--- config.mk ---
export PLATFORM = sky130hd
export DESIGN_NAME = lem_link_monitor
export DESIGN_NICKNAME = d
export VERILOG_FILES = /design/src/lem_pkg.sv /design/src/lem_link_monitor.sv /design/src/lem_sync2.sv /design/src/lem_err_counter.sv
export SDC_FILE = /design/constraint.sdc
export NUM_CORES = 1
export LEC_CHECK = 0
export BUFFER_PORTS_ARGS = -buffer_cell sky130_fd_sc_hd__clkbuf_2
export CORE_MARGIN = 5
export CORE_UTILIZATION = 37
export CTS_BUF_LIST = sky130_fd_sc_hd__clkbuf_8
export DETAILED_ROUTE_END_ITERATION = 10
export PLACE_DENSITY_LB_ADDON = 0.2
export SLEW_MARGIN = 20
export SYNTH_ARGS = -nofsm -noshare
export SYNTH_HDL_FRONTEND = slang
export SYNTH_HIERARCHICAL = 1
export SYNTH_SLANG_ARGS = --single-unit
--- constraint.sdc ---
create_clock -name clk -period 6.1 [get_ports clk]
set_input_delay 0 -clock clk [delete_from_list [all_inputs] [get_ports clk]]
set_output_delay 0 -clock clk [all_outputs]
set_load 0.05 [all_outputs]
--- src/lem_pkg.sv ---
package lem_pkg;
// Overview of operation
// - Keep 8-bit detected (0x10) and corrected (0x12) error counters, readable.
// - Error rate of one in four drops lock, freezes counting, retries lock.
// - Counters clear on video lock, own register read, or automatic clear.
// - In pseudo-random test, count test errors apart, hold link counters zero.
// - Error flag pulls low over threshold, or on any test error in test.
// - Error flag returns high once both counters are at or below threshold, outside test mode.
// - Automatic clear empties counters and releases flag about 1 us later.
// - Automatic clear is off at power-up, enabled by bit D2 of 0x08.
// - Automatic clear never runs during pseudo-random test mode.
// - Bits D[1:0] of 0x04 gate forward and reverse control channels.
// - Reverse control channel unavailable for 350 us after link start or stop.
// - Lock output means video lock only; reverse channel needs no lock.
// - Local input reaches remote output after about 275 us, skew under 115 us.
// - Serializer address lives at 0x00, deserializer address at 0x01.
// - Once config lock is set, registers are read-only until power-down.
// - Bits D3 and D1 of 0x0E drive two open-drain pins; 0 pulls low.
// - Pin inputs always sampled into D2 and D0; set output 1 to use input.
// - Output staggering is on by default, off by bit D3 of 0x08.
// - Staggering spreads output groups and pixel clock; disabled means none.

  localparam int unsigned CLK_PERIOD_NS = 20;
  localparam int unsigned CNT_W         = 8;
  localparam int unsigned TMR_W         = 16;
  localparam int unsigned ATMR_W        = 8;

  localparam logic [7:0] OFS_SER_ADDR  = 8'h00;
  localparam logic [7:0] OFS_DES_ADDR  = 8'h01;
  localparam logic [7:0] OFS_CC_EN     = 8'h04;
  localparam logic [7:0] OFS_ERR_CTRL  = 8'h08;
  localparam logic [7:0] OFS_GPIO      = 8'h0e;
  localparam logic [7:0] OFS_DET_CNT   = 8'h10;
  localparam logic [7:0] OFS_CORR_CNT  = 8'h12;

  localparam int unsigned BIT_FWD_EN   = 0;
  localparam int unsigned BIT_REV_EN   = 1;
  localparam int unsigned BIT_AUTO_CLR = 2;
  localparam int unsigned BIT_STAG_DIS = 3;
  localparam int unsigned BIT_PIN0_IN  = 0;
  localparam int unsigned BIT_PIN0_OUT = 1;
  localparam int unsigned BIT_PIN1_IN  = 2;
  localparam int unsigned BIT_PIN1_OUT = 3;

  // Address values are arbitrary neutral defaults.
  localparam logic [7:0] RST_SER_ADDR  = 8'h80;
  localparam logic [7:0] RST_DES_ADDR  = 8'h90;
  localparam logic [1:0] RST_CC_EN     = 2'h3;
  localparam logic       RST_AUTO_CLR  = 1'b0;
  localparam logic       RST_STAG_DIS  = 1'b0;
  localparam logic       RST_PIN_OUT   = 1'b1;

  localparam int unsigned AUTO_CLR_NS  = 1000;
  localparam int unsigned AUTO_CLR_CYC =
    (AUTO_CLR_NS / CLK_PERIOD_NS < 1) ? 1 : AUTO_CLR_NS / CLK_PERIOD_NS;
  localparam int unsigned REV_HOLD_US  = 350;
  localparam int unsigned REV_HOLD_CYC =
    (REV_HOLD_US * 1000 + CLK_PERIOD_NS - 1) / CLK_PERIOD_NS;
  localparam int unsigned GPI_LAT_US   = 275;
  localparam int unsigned GPI_LAT_CYC  =
    (GPI_LAT_US * 1000 + CLK_PERIOD_NS - 1) / CLK_PERIOD_NS;

  localparam int unsigned RATE_WINDOW  = 16;
  localparam int unsigned RATE_TRIP    = 4;
  localparam int unsigned WIN_W        = 4;
  localparam int unsigned WERR_W       = 5;

  typedef enum logic [1:0] {
    LEM_UNLOCKED,
    LEM_LOCKED,
    LEM_RELOCK
  } lem_lock_st_t;
endpackage : lem_pkg

--- src/lem_link_monitor.sv ---
`timescale 1ns/1ps
module lem_link_monitor
  import lem_pkg::*;
#(
  parameter int unsigned REV_HOLD_CYCLES    = REV_HOLD_CYC,
  parameter int unsigned GPI_LATENCY_CYCLES = GPI_LAT_CYC
) (
  input  wire logic             clk,
  input  wire logic             reset,
  input  wire logic             reg_wr,
  input  wire logic             reg_rd,
  input  wire logic [7:0]       reg_addr,
  input  wire logic [7:0]       reg_wdata,
  output logic      [7:0]       reg_rdata,
  input  wire logic             power_down_n,
  input  wire logic             config_write_lock,
  input  wire logic             serial_link_enable,
  input  wire logic             video_lock_detect,
  input  wire logic             symbol_strobe,
  input  wire logic             code_error,
  input  wire logic             det_error_pulse,
  input  wire logic             corr_error_pulse,
  input  wire logic [CNT_W-1:0] det_threshold,
  input  wire logic [CNT_W-1:0] corr_threshold,
  input  wire logic             prbs_test_active,
  input  wire logic             prbs_error_pulse,
  output logic      [CNT_W-1:0] prbs_error_count,
  output logic                  video_lock,
  output logic                  relock_request,
  output logic                  forward_channel_active,
  output logic                  reverse_channel_active,
  output logic      [7:0]       serializer_address,
  output logic      [7:0]       deserializer_address,
  output logic                  stagger_enable,
  input  wire logic             remote_input_pin,
  output logic                  remote_output_pin,
  output logic                  err_flag_o,
  output logic                  err_flag_oe_n,
  input  wire logic             pin0_i,
  output logic                  pin0_o,
  output logic                  pin0_oe_n,
  input  wire logic             pin1_i,
  output logic                  pin1_o,
  output logic                  pin1_oe_n
);
  typedef struct packed {
    logic [7:0]        ser_addr;
    logic [7:0]        des_addr;
    logic [1:0]        cc_en;
    logic              auto_clr_en;
    logic              stag_dis;
    logic              pin1_out;
    logic              pin0_out;
    logic              cfg_locked;
    logic [7:0]        rdata;
    lem_lock_st_t      lock_st;
    logic [WIN_W-1:0]  win_cnt;
    logic [WERR_W-1:0] win_err;
    logic              flag_low;
    logic [ATMR_W-1:0] auto_tmr;
    logic              link_en_d;
    logic [TMR_W-1:0]  rev_tmr;
    logic              gpi_last;
    logic              gpi_out;
    logic [TMR_W-1:0]  gpi_tmr;
    logic [CNT_W-1:0]  prbs_cnt;
  } lem_core_state_t;

  localparam lem_core_state_t ST_RST = '{
    ser_addr:    RST_SER_ADDR,
    des_addr:    RST_DES_ADDR,
    cc_en:       RST_CC_EN,
    auto_clr_en: RST_AUTO_CLR,
    stag_dis:    RST_STAG_DIS,
    pin1_out:    RST_PIN_OUT,
    pin0_out:    RST_PIN_OUT,
    cfg_locked:  1'b0,
    rdata:       8'h00,
    lock_st:     LEM_UNLOCKED,
    win_cnt:     '0,
    win_err:     '0,
    flag_low:    1'b0,
    auto_tmr:    '0,
    link_en_d:   1'b0,
    rev_tmr:     '0,
    gpi_last:    1'b0,
    gpi_out:     1'b0,
    gpi_tmr:     '0,
    prbs_cnt:    '0
  };

  localparam int AUTO_BOUND = 60;

  function automatic logic hit(input logic [7:0] a, input logic [7:0] ofs);
    hit = (a == ofs);
  endfunction : hit

  lem_core_state_t  r;
  lem_core_state_t  n;
  logic [3:0]       pins_sync;
  logic             pd_n_sync;
  logic             gpi_sync;
  logic             pin0_sync;
  logic             pin1_sync;
  logic [CNT_W-1:0] det_count;
  logic [CNT_W-1:0] corr_count;
  logic             det_over;
  logic             corr_over;
  logic             count_en;
  logic             lock_event;
  logic             auto_run;
  logic             auto_fire;
  logic             rate_trip;
  logic             clr_det;
  logic             clr_corr;
  logic             wr_ok;
  logic [WERR_W-1:0] win_total;
  logic [1:0][CNT_W-1:0] cnt_val;
  logic [1:0]            cnt_over;

  lem_sync2 #(
    .W (4)
  ) u_sync (
    .clk   (clk),
    .reset (reset),
    .d     ({power_down_n, remote_input_pin, pin1_i, pin0_i}),
    .q     (pins_sync)
  );

  assign pd_n_sync = pins_sync[3];
  assign gpi_sync  = pins_sync[2];
  assign pin1_sync = pins_sync[1];
  assign pin0_sync = pins_sync[0];

  // Counting stops whenever the video link is not locked.
  assign count_en   = (r.lock_st == LEM_LOCKED);
  assign lock_event = (r.lock_st == LEM_UNLOCKED) && video_lock_detect &&
                      serial_link_enable;
  assign auto_run   = r.auto_clr_en && !prbs_test_active && r.flag_low;
  assign auto_fire  = auto_run &&
                      (r.auto_tmr == ATMR_W'(AUTO_CLR_CYC - 1));
  assign win_total  = WERR_W'(r.win_err + {{(WERR_W-1){1'b0}}, code_error});
  assign rate_trip  = count_en && symbol_strobe &&
                      (r.win_cnt == WIN_W'(RATE_WINDOW - 1)) &&
                      (win_total >= WERR_W'(RATE_TRIP));
  assign clr_det    = lock_event || auto_fire ||
                      (reg_rd && hit(reg_addr, OFS_DET_CNT));
  assign clr_corr   = lock_event || auto_fire ||
                      (reg_rd && hit(reg_addr, OFS_CORR_CNT));
  assign wr_ok      = reg_wr && !r.cfg_locked;

  genvar gi;
  generate
    for (gi = 0; gi < 2; gi++) begin : g_cnt
      lem_err_counter u_cnt (
        .clk       (clk),
        .reset     (reset),
        .count_en  (count_en),
        .inc       (gi == 0 ? det_error_pulse : corr_error_pulse),
        .clear     (gi == 0 ? clr_det : clr_corr),
        .hold_zero (prbs_test_active),
        .threshold (gi == 0 ? det_threshold : corr_threshold),
        .count     (cnt_val[gi]),
        .over      (cnt_over[gi])
      );
    end
  endgenerate

  assign det_count  = cnt_val[0];
  assign corr_count = cnt_val[1];
  assign det_over   = cnt_over[0];
  assign corr_over  = cnt_over[1];

  always_comb begin
    n = r;
    // Video lock tracking and the error-rate trip.
    case (r.lock_st)
      LEM_UNLOCKED: begin
        n.win_cnt = '0;
        n.win_err = '0;
        if (lock_event) begin
          n.lock_st = LEM_LOCKED;
        end
      end
      LEM_LOCKED: begin
        if (!video_lock_detect || !serial_link_enable) begin
          n.lock_st = LEM_UNLOCKED;
        end else if (rate_trip) begin
          n.lock_st = LEM_RELOCK;
          n.win_cnt = '0;
          n.win_err = '0;
        end else if (symbol_strobe) begin
          n.win_cnt = WIN_W'(r.win_cnt + 1'b1);
          n.win_err = (r.win_cnt == WIN_W'(RATE_WINDOW - 1)) ? '0 : win_total;
        end
      end
      LEM_RELOCK: begin
        n.lock_st = LEM_UNLOCKED;
      end
      default: begin
        n.lock_st = LEM_UNLOCKED;
      end
    endcase

    // Test-mode error counter kept apart from the link counters.
    if (!prbs_test_active) begin
      n.prbs_cnt = '0;
    end else if (prbs_error_pulse && (r.prbs_cnt != '1)) begin
      n.prbs_cnt = CNT_W'(r.prbs_cnt + 1'b1);
    end

    // Flag is low over threshold, or on any test error in test mode.
    n.flag_low = prbs_test_active ? (r.prbs_cnt != '0)
                                  : (det_over || corr_over);

    // Automatic clear timer runs while the flag is low, when enabled and outside test mode.
    if (auto_run && !auto_fire) begin
      n.auto_tmr = ATMR_W'(r.auto_tmr + 1'b1);
    end else begin
      n.auto_tmr = '0;
    end

    // Reverse channel hold-off after any link start or stop.
    n.link_en_d = serial_link_enable;
    if (serial_link_enable != r.link_en_d) begin
      n.rev_tmr = TMR_W'(REV_HOLD_CYCLES);
    end else if (r.rev_tmr != '0) begin
      n.rev_tmr = TMR_W'(r.rev_tmr - 1'b1);
    end

    // Local input level is forwarded after a fixed latency.
    if (gpi_sync != r.gpi_last) begin
      n.gpi_last = gpi_sync;
      n.gpi_tmr  = TMR_W'(GPI_LATENCY_CYCLES);
    end else if (r.gpi_tmr != '0) begin
      n.gpi_tmr = TMR_W'(r.gpi_tmr - 1'b1);
      if (r.gpi_tmr == TMR_W'(1)) begin
        n.gpi_out = r.gpi_last;
      end
    end

    // Register reads return the value before any clear-on-read.
    if (reg_rd) begin
      case (reg_addr)
        OFS_SER_ADDR: n.rdata = r.ser_addr;
        OFS_DES_ADDR: n.rdata = r.des_addr;
        OFS_CC_EN:    n.rdata = {6'h00, r.cc_en};
        OFS_ERR_CTRL: n.rdata = {4'h0, r.stag_dis, r.auto_clr_en, 2'h0};
        OFS_GPIO:     n.rdata = {4'h0, r.pin1_out, pin1_sync,
                                 r.pin0_out, pin0_sync};
        OFS_DET_CNT:  n.rdata = det_count;
        OFS_CORR_CNT: n.rdata = corr_count;
        default:      n.rdata = 8'h00;
      endcase
    end

    // Writes are dropped once configuration is locked.
    if (wr_ok) begin
      case (reg_addr)
        OFS_SER_ADDR: n.ser_addr = reg_wdata;
        OFS_DES_ADDR: n.des_addr = reg_wdata;
        OFS_CC_EN:    n.cc_en    = reg_wdata[1:0];
        OFS_ERR_CTRL: begin
          n.auto_clr_en = reg_wdata[BIT_AUTO_CLR];
          n.stag_dis    = reg_wdata[BIT_STAG_DIS];
        end
        OFS_GPIO: begin
          n.pin1_out = reg_wdata[BIT_PIN1_OUT];
          n.pin0_out = reg_wdata[BIT_PIN0_OUT];
        end
        default: begin
        end
      endcase
    end

    if (config_write_lock) begin
      n.cfg_locked = 1'b1;
    end

    // Power-down restores every setting and releases the lock.
    if (!pd_n_sync) begin
      n = ST_RST;
    end
  end

  always_ff @(posedge clk or posedge reset) begin
    if (reset) begin
      r <= ST_RST;
    end else begin
      r <= n;
    end
  end

  assign reg_rdata              = r.rdata;
  assign prbs_error_count       = r.prbs_cnt;
  assign video_lock             = (r.lock_st == LEM_LOCKED);
  assign relock_request         = (r.lock_st == LEM_RELOCK);
  assign forward_channel_active = r.cc_en[BIT_FWD_EN];
  // Reverse traffic does not depend on forward link or video lock.
  assign reverse_channel_active = r.cc_en[BIT_REV_EN] &&
                                  (r.rev_tmr == '0);
  assign serializer_address     = r.ser_addr;
  assign deserializer_address   = r.des_addr;
  assign stagger_enable         = !r.stag_dis;
  assign remote_output_pin      = r.gpi_out;
  assign err_flag_o             = 1'b0;
  assign err_flag_oe_n          = !r.flag_low;
  assign pin0_o                 = 1'b0;
  assign pin0_oe_n              = r.pin0_out;
  assign pin1_o                 = 1'b0;
  assign pin1_oe_n              = r.pin1_out;
endmodule : lem_link_monitor

--- src/lem_sync2.sv ---
`timescale 1ns/1ps
module lem_sync2 #(
  parameter int unsigned W = 1
) (
  input  wire logic         clk,
  input  wire logic         reset,
  input  wire logic [W-1:0] d,
  output logic      [W-1:0] q
);
  typedef struct packed {
    logic [W-1:0] s1;
    logic [W-1:0] s2;
  } lem_sync_state_t;

  lem_sync_state_t r;
  lem_sync_state_t n;

  always_comb begin
    n    = r;
    n.s1 = d;
    n.s2 = r.s1;
  end

  always_ff @(posedge clk or posedge reset) begin
    if (reset) begin
      r <= '0;
    end else begin
      r <= n;
    end
  end

  assign q = r.s2;
endmodule : lem_sync2

--- src/lem_err_counter.sv ---
`timescale 1ns/1ps
module lem_err_counter
  import lem_pkg::*;
(
  input  wire logic             clk,
  input  wire logic             reset,
  input  wire logic             count_en,
  input  wire logic             inc,
  input  wire logic             clear,
  input  wire logic             hold_zero,
  input  wire logic [CNT_W-1:0] threshold,
  output logic      [CNT_W-1:0] count,
  output logic                  over
);
  typedef struct packed {
    logic [CNT_W-1:0] cnt;
  } lem_cnt_state_t;

  lem_cnt_state_t r;
  lem_cnt_state_t n;
  logic           bump;

  always_comb begin
    n    = r;
    bump = count_en && inc;
    if (hold_zero) begin
      n.cnt = '0;
    end else if (clear) begin
      n.cnt = bump ? CNT_W'(1) : '0;
    end else if (bump && (r.cnt != '1)) begin
      n.cnt = CNT_W'(r.cnt + 1'b1);
    end
  end

  always_ff @(posedge clk or posedge reset) begin
    if (reset) begin
      r <= '0;
    end else begin
      r <= n;
    end
  end

  assign count = r.cnt;
  assign over  = r.cnt > threshold;
endmodule : lem_err_counter

=== Word level (Yosys, flattened, before mapping) ===
Index checks and enable logic that the tools add are counted.

* Multiplexer cells: 38
* Add/subtract/negate cells: 8
* Divide/modulo/power cells: 0
* Reduce and logical (&&, ||, !) cells: 46
* Shifts and indexed selects: 0
* Bitwise logic cells: 0
* Equality and inequality tests: 36
* Multiply operators: 0
* Magnitude comparators: 3

{| class="wikitable"
|+ Operator list
! operator !! number
|-
| 8-bit two-way mux || 12
|-
| 94-bit two-way mux || 1
|-
| 8-bit one-hot mux with 7 select lines || 1
|-
| 16-bit two-way mux || 3
|-
| 8-bit by 1-bit adder with 8-bit output (second input constant) || 4
|-
| 16-bit nonzero test || 2
|-
| 16-bit by 1-bit subtractor with 16-bit output (second input constant) || 2
|-
| 9-bit two-way mux || 3
|-
| 2-bit != test (second input constant) || 12
|-
| 8-bit != test (second input constant) || 3
|-
| 22-bit two-way mux || 1
|-
| 1-bit logical AND || 18
|-
| 3-bit != test (second input constant) || 6
|-
| 9-bit one-hot mux with 2 select lines || 1
|-
| 17-bit two-way mux || 1
|-
| 16-bit by 1-bit equality test with 1-bit output (second input constant) || 1
|-
| 8-bit by 4-bit equality test with 1-bit output (second input constant) || 2
|-
| 8-bit by 5-bit equality test with 1-bit output (second input constant) || 2
|-
| 8-bit greater-than comparator || 2
|-
| 16-bit zero test || 1
|-
| 2-bit two-way mux || 6
|-
| 2-bit AND reduction || 6
|-
| 8-bit by 1-bit equality test with 1-bit output (second input constant) || 1
|-
| 8-bit by 3-bit equality test with 1-bit output (second input constant) || 1
|-
| other kinds (19) || 39
|}

* Logic and storage cells: 155
* Bits in writable memories: 0
* Output and inout bits: 44
* Bits in read-only memories: 0
* Register bits after elaboration: 118
* Memories kept: 0
* Input bits: 49
* Latch bits: 0

=== Logic depth before layout (Yosys ltp) ===
* Word-level depth: 8
* Gate-level depth with buffers: 8
* Mapped depth without buffers: 8

=== Modules after synthesis ===
Netlist, hierarchy kept.

{| class="wikitable"
|+ Modules (own cells, without submodules)
! module !! area each (sq um) !! cells each !! seq. area each (sq um) !! instances
|-
| lem_link_monitor || 5285.1 || 556 || 2361.0 || 1
|-
| lem_err_counter || 641.9 || 76 || 200.2 || 2
|-
| lem_sync2 || 203.9 || 9 || 200.2 || 1
|}

=== Worst setup path before layout ===
No wires, ideal clock.

* Kind: register to register
* From: register r[62] (netlist bit)
* To: register r[56] (netlist bit)
* Library setup time: 82 ps
* Path slack: 3487 ps
* Clock period less this slack: 2613 ps
* Arrival time: 2531 ps
* Required time: 6018 ps
* Cell stages (with the launch flop): 8
* Path buffers: 2
* Cell sequence: dfrtp_1 -> nor2b_1 -> and4_1 -> clkbuf_1 -> nor2b_1 -> clkbuf_1 -> a31oi_1 -> a31oi_1

* Cells in the longest elaborated chain, start to end: 8
* Elaborated cells on any way between the ends: 13
* Those cells by class: 4 x eq/ne; 4 x mux; 5 x reduce/logical

{| class="wikitable"
|+ RTL lines
! item !! RTL line !! source
|-
| from (decl) || lem_link_monitor.sv:98 || <nowiki>lem_core_state_t r;</nowiki>
|-
| from (signal assigned) || lem_link_monitor.sv:290 || <nowiki>r <= n;</nowiki>
|-
| 2-bit by 1-bit equality test with 1-bit output (*) || - ||
|-
| named net video_lock || lem_link_monitor.sv:28 || <nowiki>output logic video_lock,</nowiki>
|-
| 1-bit logical AND (2 in a row) || lem_link_monitor.sv:143 || <nowiki>assign rate_trip = count_en && symbol_strobe &&</nowiki>
|-
| 1-bit logical AND || lem_link_monitor.sv:144 || <nowiki>(r.win_cnt == WIN_W'(RATE_WINDOW - 1)) &&</nowiki>
|-
| 9-bit two-way mux || lem_link_monitor.sv:188 || <nowiki>end else if (rate_trip) begin</nowiki>
|-
| 9-bit two-way mux || lem_link_monitor.sv:186 || <nowiki>if (!video_lock_detect || !serial_link_enable) begin</nowiki>
|-
| 9-bit one-hot mux with 2 select lines || lem_link_monitor.sv:177 || <nowiki>case (r.lock_st)</nowiki>
|-
| 94-bit two-way mux || lem_link_monitor.sv:281 || <nowiki>if (!pd_n_sync) begin</nowiki>
|}

The timed path passes the listed nets; every way through them passes the cells marked *. The select of a mux whose other input is x is not followed.
A chain may end at the register's enable or synchronous reset.

=== Worst setup path in the final report ===
* From: register r[26] (netlist bit)
* To: output reverse_channel_active

* Cells in the longest elaborated chain, start to end: 2

{| class="wikitable"
|+ RTL lines
! item !! RTL line !! source
|-
| 16-bit zero test || lem_link_monitor.sv:301 || <nowiki>(r.rev_tmr == '0);</nowiki>
|-
| 1-bit logical AND || lem_link_monitor.sv:300 || <nowiki>assign reverse_channel_active = r.cc_en[BIT_REV_EN] &&</nowiki>
|-
| to (decl) || lem_link_monitor.sv:31 || <nowiki>output logic reverse_channel_active,</nowiki>
|}

No other way between the ends.

==> metrics <==
status=complete, no violations; largest net degree at the start of global routing=53; slowest cell on the critical path=or4b_2; min Tclk post-route=2.73 ns; CTS Buf Count=17; aggregate global routing overflow=0; Setup Buffers After CTS=0; CTS Root Cell=clkbuf_8; CP arrival=2.73 ns; final hold violations=0; initial antenna violation count=0; final instance area=7830 µm²; Die Height=145 µm; Setup crit start kind=register; vias in the first global route=5616; CTS tree=yes; worst vdd ir=172 µV; Die ar.=21100 µm²; Final Util=43.6%; Clock transition at path regs=0.08 ns; slew margin rel.=31.6%; total negative slack=0 ns; Setup CP Type=reg2out; worst path cell trace=inv_1 > ha_1 > or4b_2 > nor4_4 > and2_1 > clkbuf_2; final clock skew=0.0140 ns; LEAKAGE=3.63 nW; RSZ-0062 raised after global routing=no; DRC violations left=0; warnings from Yosys=6; clk buf depth=2; CP required=6.10 ns; Post-synth ARST share=100%; Routed Antenna Nets=0; Yosys reg bits=118; Post-synth EDFFs=0; part of the cycle the worst path needs=44.8%; Synth top cells by count=dfrtp_1 (111), nor2_1 (79), nand2_1 (50); pwr/cell area=232 nW/µm²; filler cell count=1762; Ant. Diodes=0; aggregate global-route resource usage=16.8%; max-cap viol count=0; Detailed Route WL=17700 µm; most common cell in the netlist=dfrtp_1; post-synth top area share=41.0%; Fmax=366 MHz; drt wl/cell=17.0 µm; Hold Crit Class=in2reg; quantity of hold-fixing buffers added after cts=23; Port Buffers=89; global placement routability congestion=0.845; slowest cell delay on critical path=0.66 ns; Cell variety after synth=67; CORE AREA=18000 µm²; worst-path fanout max=10; DP Wirelength=13000 µm; detailed-route via count=5549; largest area contributor in the netlist=dfrtp_1; drt first-iter violations=299; H-tree depth=4; global-route wire length before repair=29100 µm; Pins Over Slew Limit=0; slew at the pin closest to its max-slew limit=1.02 ns; I/O pins=93; # clock sinks=118; share of cells above drive strength 1=19.1%; DRT Pass-1 Iters=5; FP Rows=49; vias per cell=5.34; Worst-Skew Late Latency=0.44 ns; Placed Area=7190 µm²; Final setup viols=0; Layout Nets=877; sequential area share after synthesis=43.7%; initial core utilization=37.7%; Tot Pwr=1.82 mW; Syn-to-layout area delta=15.6%; Mapped Cells=717; Die Width=145 µm; synth top area cells=dfrtp_1 (41%), ha_1 (5.5%), nor2_1 (4.4%); Mean Syn Cell Area=9.45 µm²; # resized after CTS=0; Crit. End Element=primary output; ys flop type=dfrtp_1; WHS=0.0575 ns; Mapped Area=6770 µm²
[flip-flops by register name, indices dropped and copies added (netlist names), 4 cells and up]
register              flops
r                        58
u_sync/q                  4
u_sync/n                  4
g_cnt.u_cnt/count        16
deserializer_address      8
serializer_address        8
reg_rdata                 8
prbs_error_count          8
[metal layers]
layer | track usage (%) | part of all wire (%) | up-vias
met5 | 0 | 0 | -
met4 | 4.29 | 0.99 | 0
met3 | 4.52 | 5.0 | 19
met2 | 27.1 | 48 | 160
met1 | 22.5 | 46 | 2675
li1 | - | - | 2695
[kinds of logic after synthesis]
| kind of cell | synth area share (%) |
|---|---|
| adders and majority gates | 5.54 |
| buffers and inverters | 7.28 |
| DFF | 43.7 |
| AOI/OAI and AO/OA | 13.1 |
| xor gates and xnor gates | 4.78 |
| muxes | 4.21 |
| and+or+nand+nor | 21.3 |
| other | 0.0554 |
[placed cells by master (no fill, tap or decap), drive strengths merged, types with 23 or more instances in the layout]
cell type	instances
a21oi	41
clkbuf	110
dfrtp	111
dlygate4sd3	23
ha	30
inv	37
mux2i	24
nand2	51
nand3	40
nor2	79
[report_power, final]
part / internal [mW] / switching, mW / leakage (nW)
clock network: 0.406 / 0.339 / 0.204
registers: 0.807 / 0.0257 / 1.57
logic: 0.0937 / 0.147 / 1.86
total: 1.31 / 0.512 / 3.63
[final timing paths]
path	startpoint	end	slack, ns	cells past startpoint
worst min-delay path	reg_rd	g_cnt[1].u_cnt/count[0]	0.06	3
worst max-delay path	r[26]	reverse_channel_active	3.37	6
worst min register to register	u_sync/n[2]	u_sync/q[2]	0.35	0
min in group asynchronous	reset	g_cnt[1].u_cnt/count[2]	0.10	3
worst max register to register	r[62]	r[54]	3.72	5
max in group asynchronous	reset	r[74]	4.69	4
[cell type report]
cell class / instances / area (µm²) / share of cell area [%]
Clock buffer: 21 / 289 / 3.69
Clock inverter: 11 / 124 / 1.58
Inverter: 38 / 144 / 1.84
Multi-Input combinational cell: 508 / 3330 / 42.5
Sequential cell: 118 / 2960 / 37.8
Tap cell: 229 / 287 / 3.66
Timing Repair Buffer: 115 / 698 / 8.92
[metrics by stage]
stage / instances / setup slack (ns)
after detailed placement: 985 / 3.77
after global placement: 985 / 3.85
after CTS: 1040 / 3.32
after global routing: 1040 / 3.19
final: 1040 / 3.37
after floorplan: 719 / 3.49
[critical path, delay by kind of cell, from the launching register on]
| family | cells | cell delay [ns] |
|---|---|---|
| fa+ha+maj | 1 | 0.15 |
| buf+inv | 2 | 0.41 |
| flops | 1 | 0.39 |
| simple gates | 3 | 1.34 |
No activity file was read; power rests on OpenSTA's default activity.
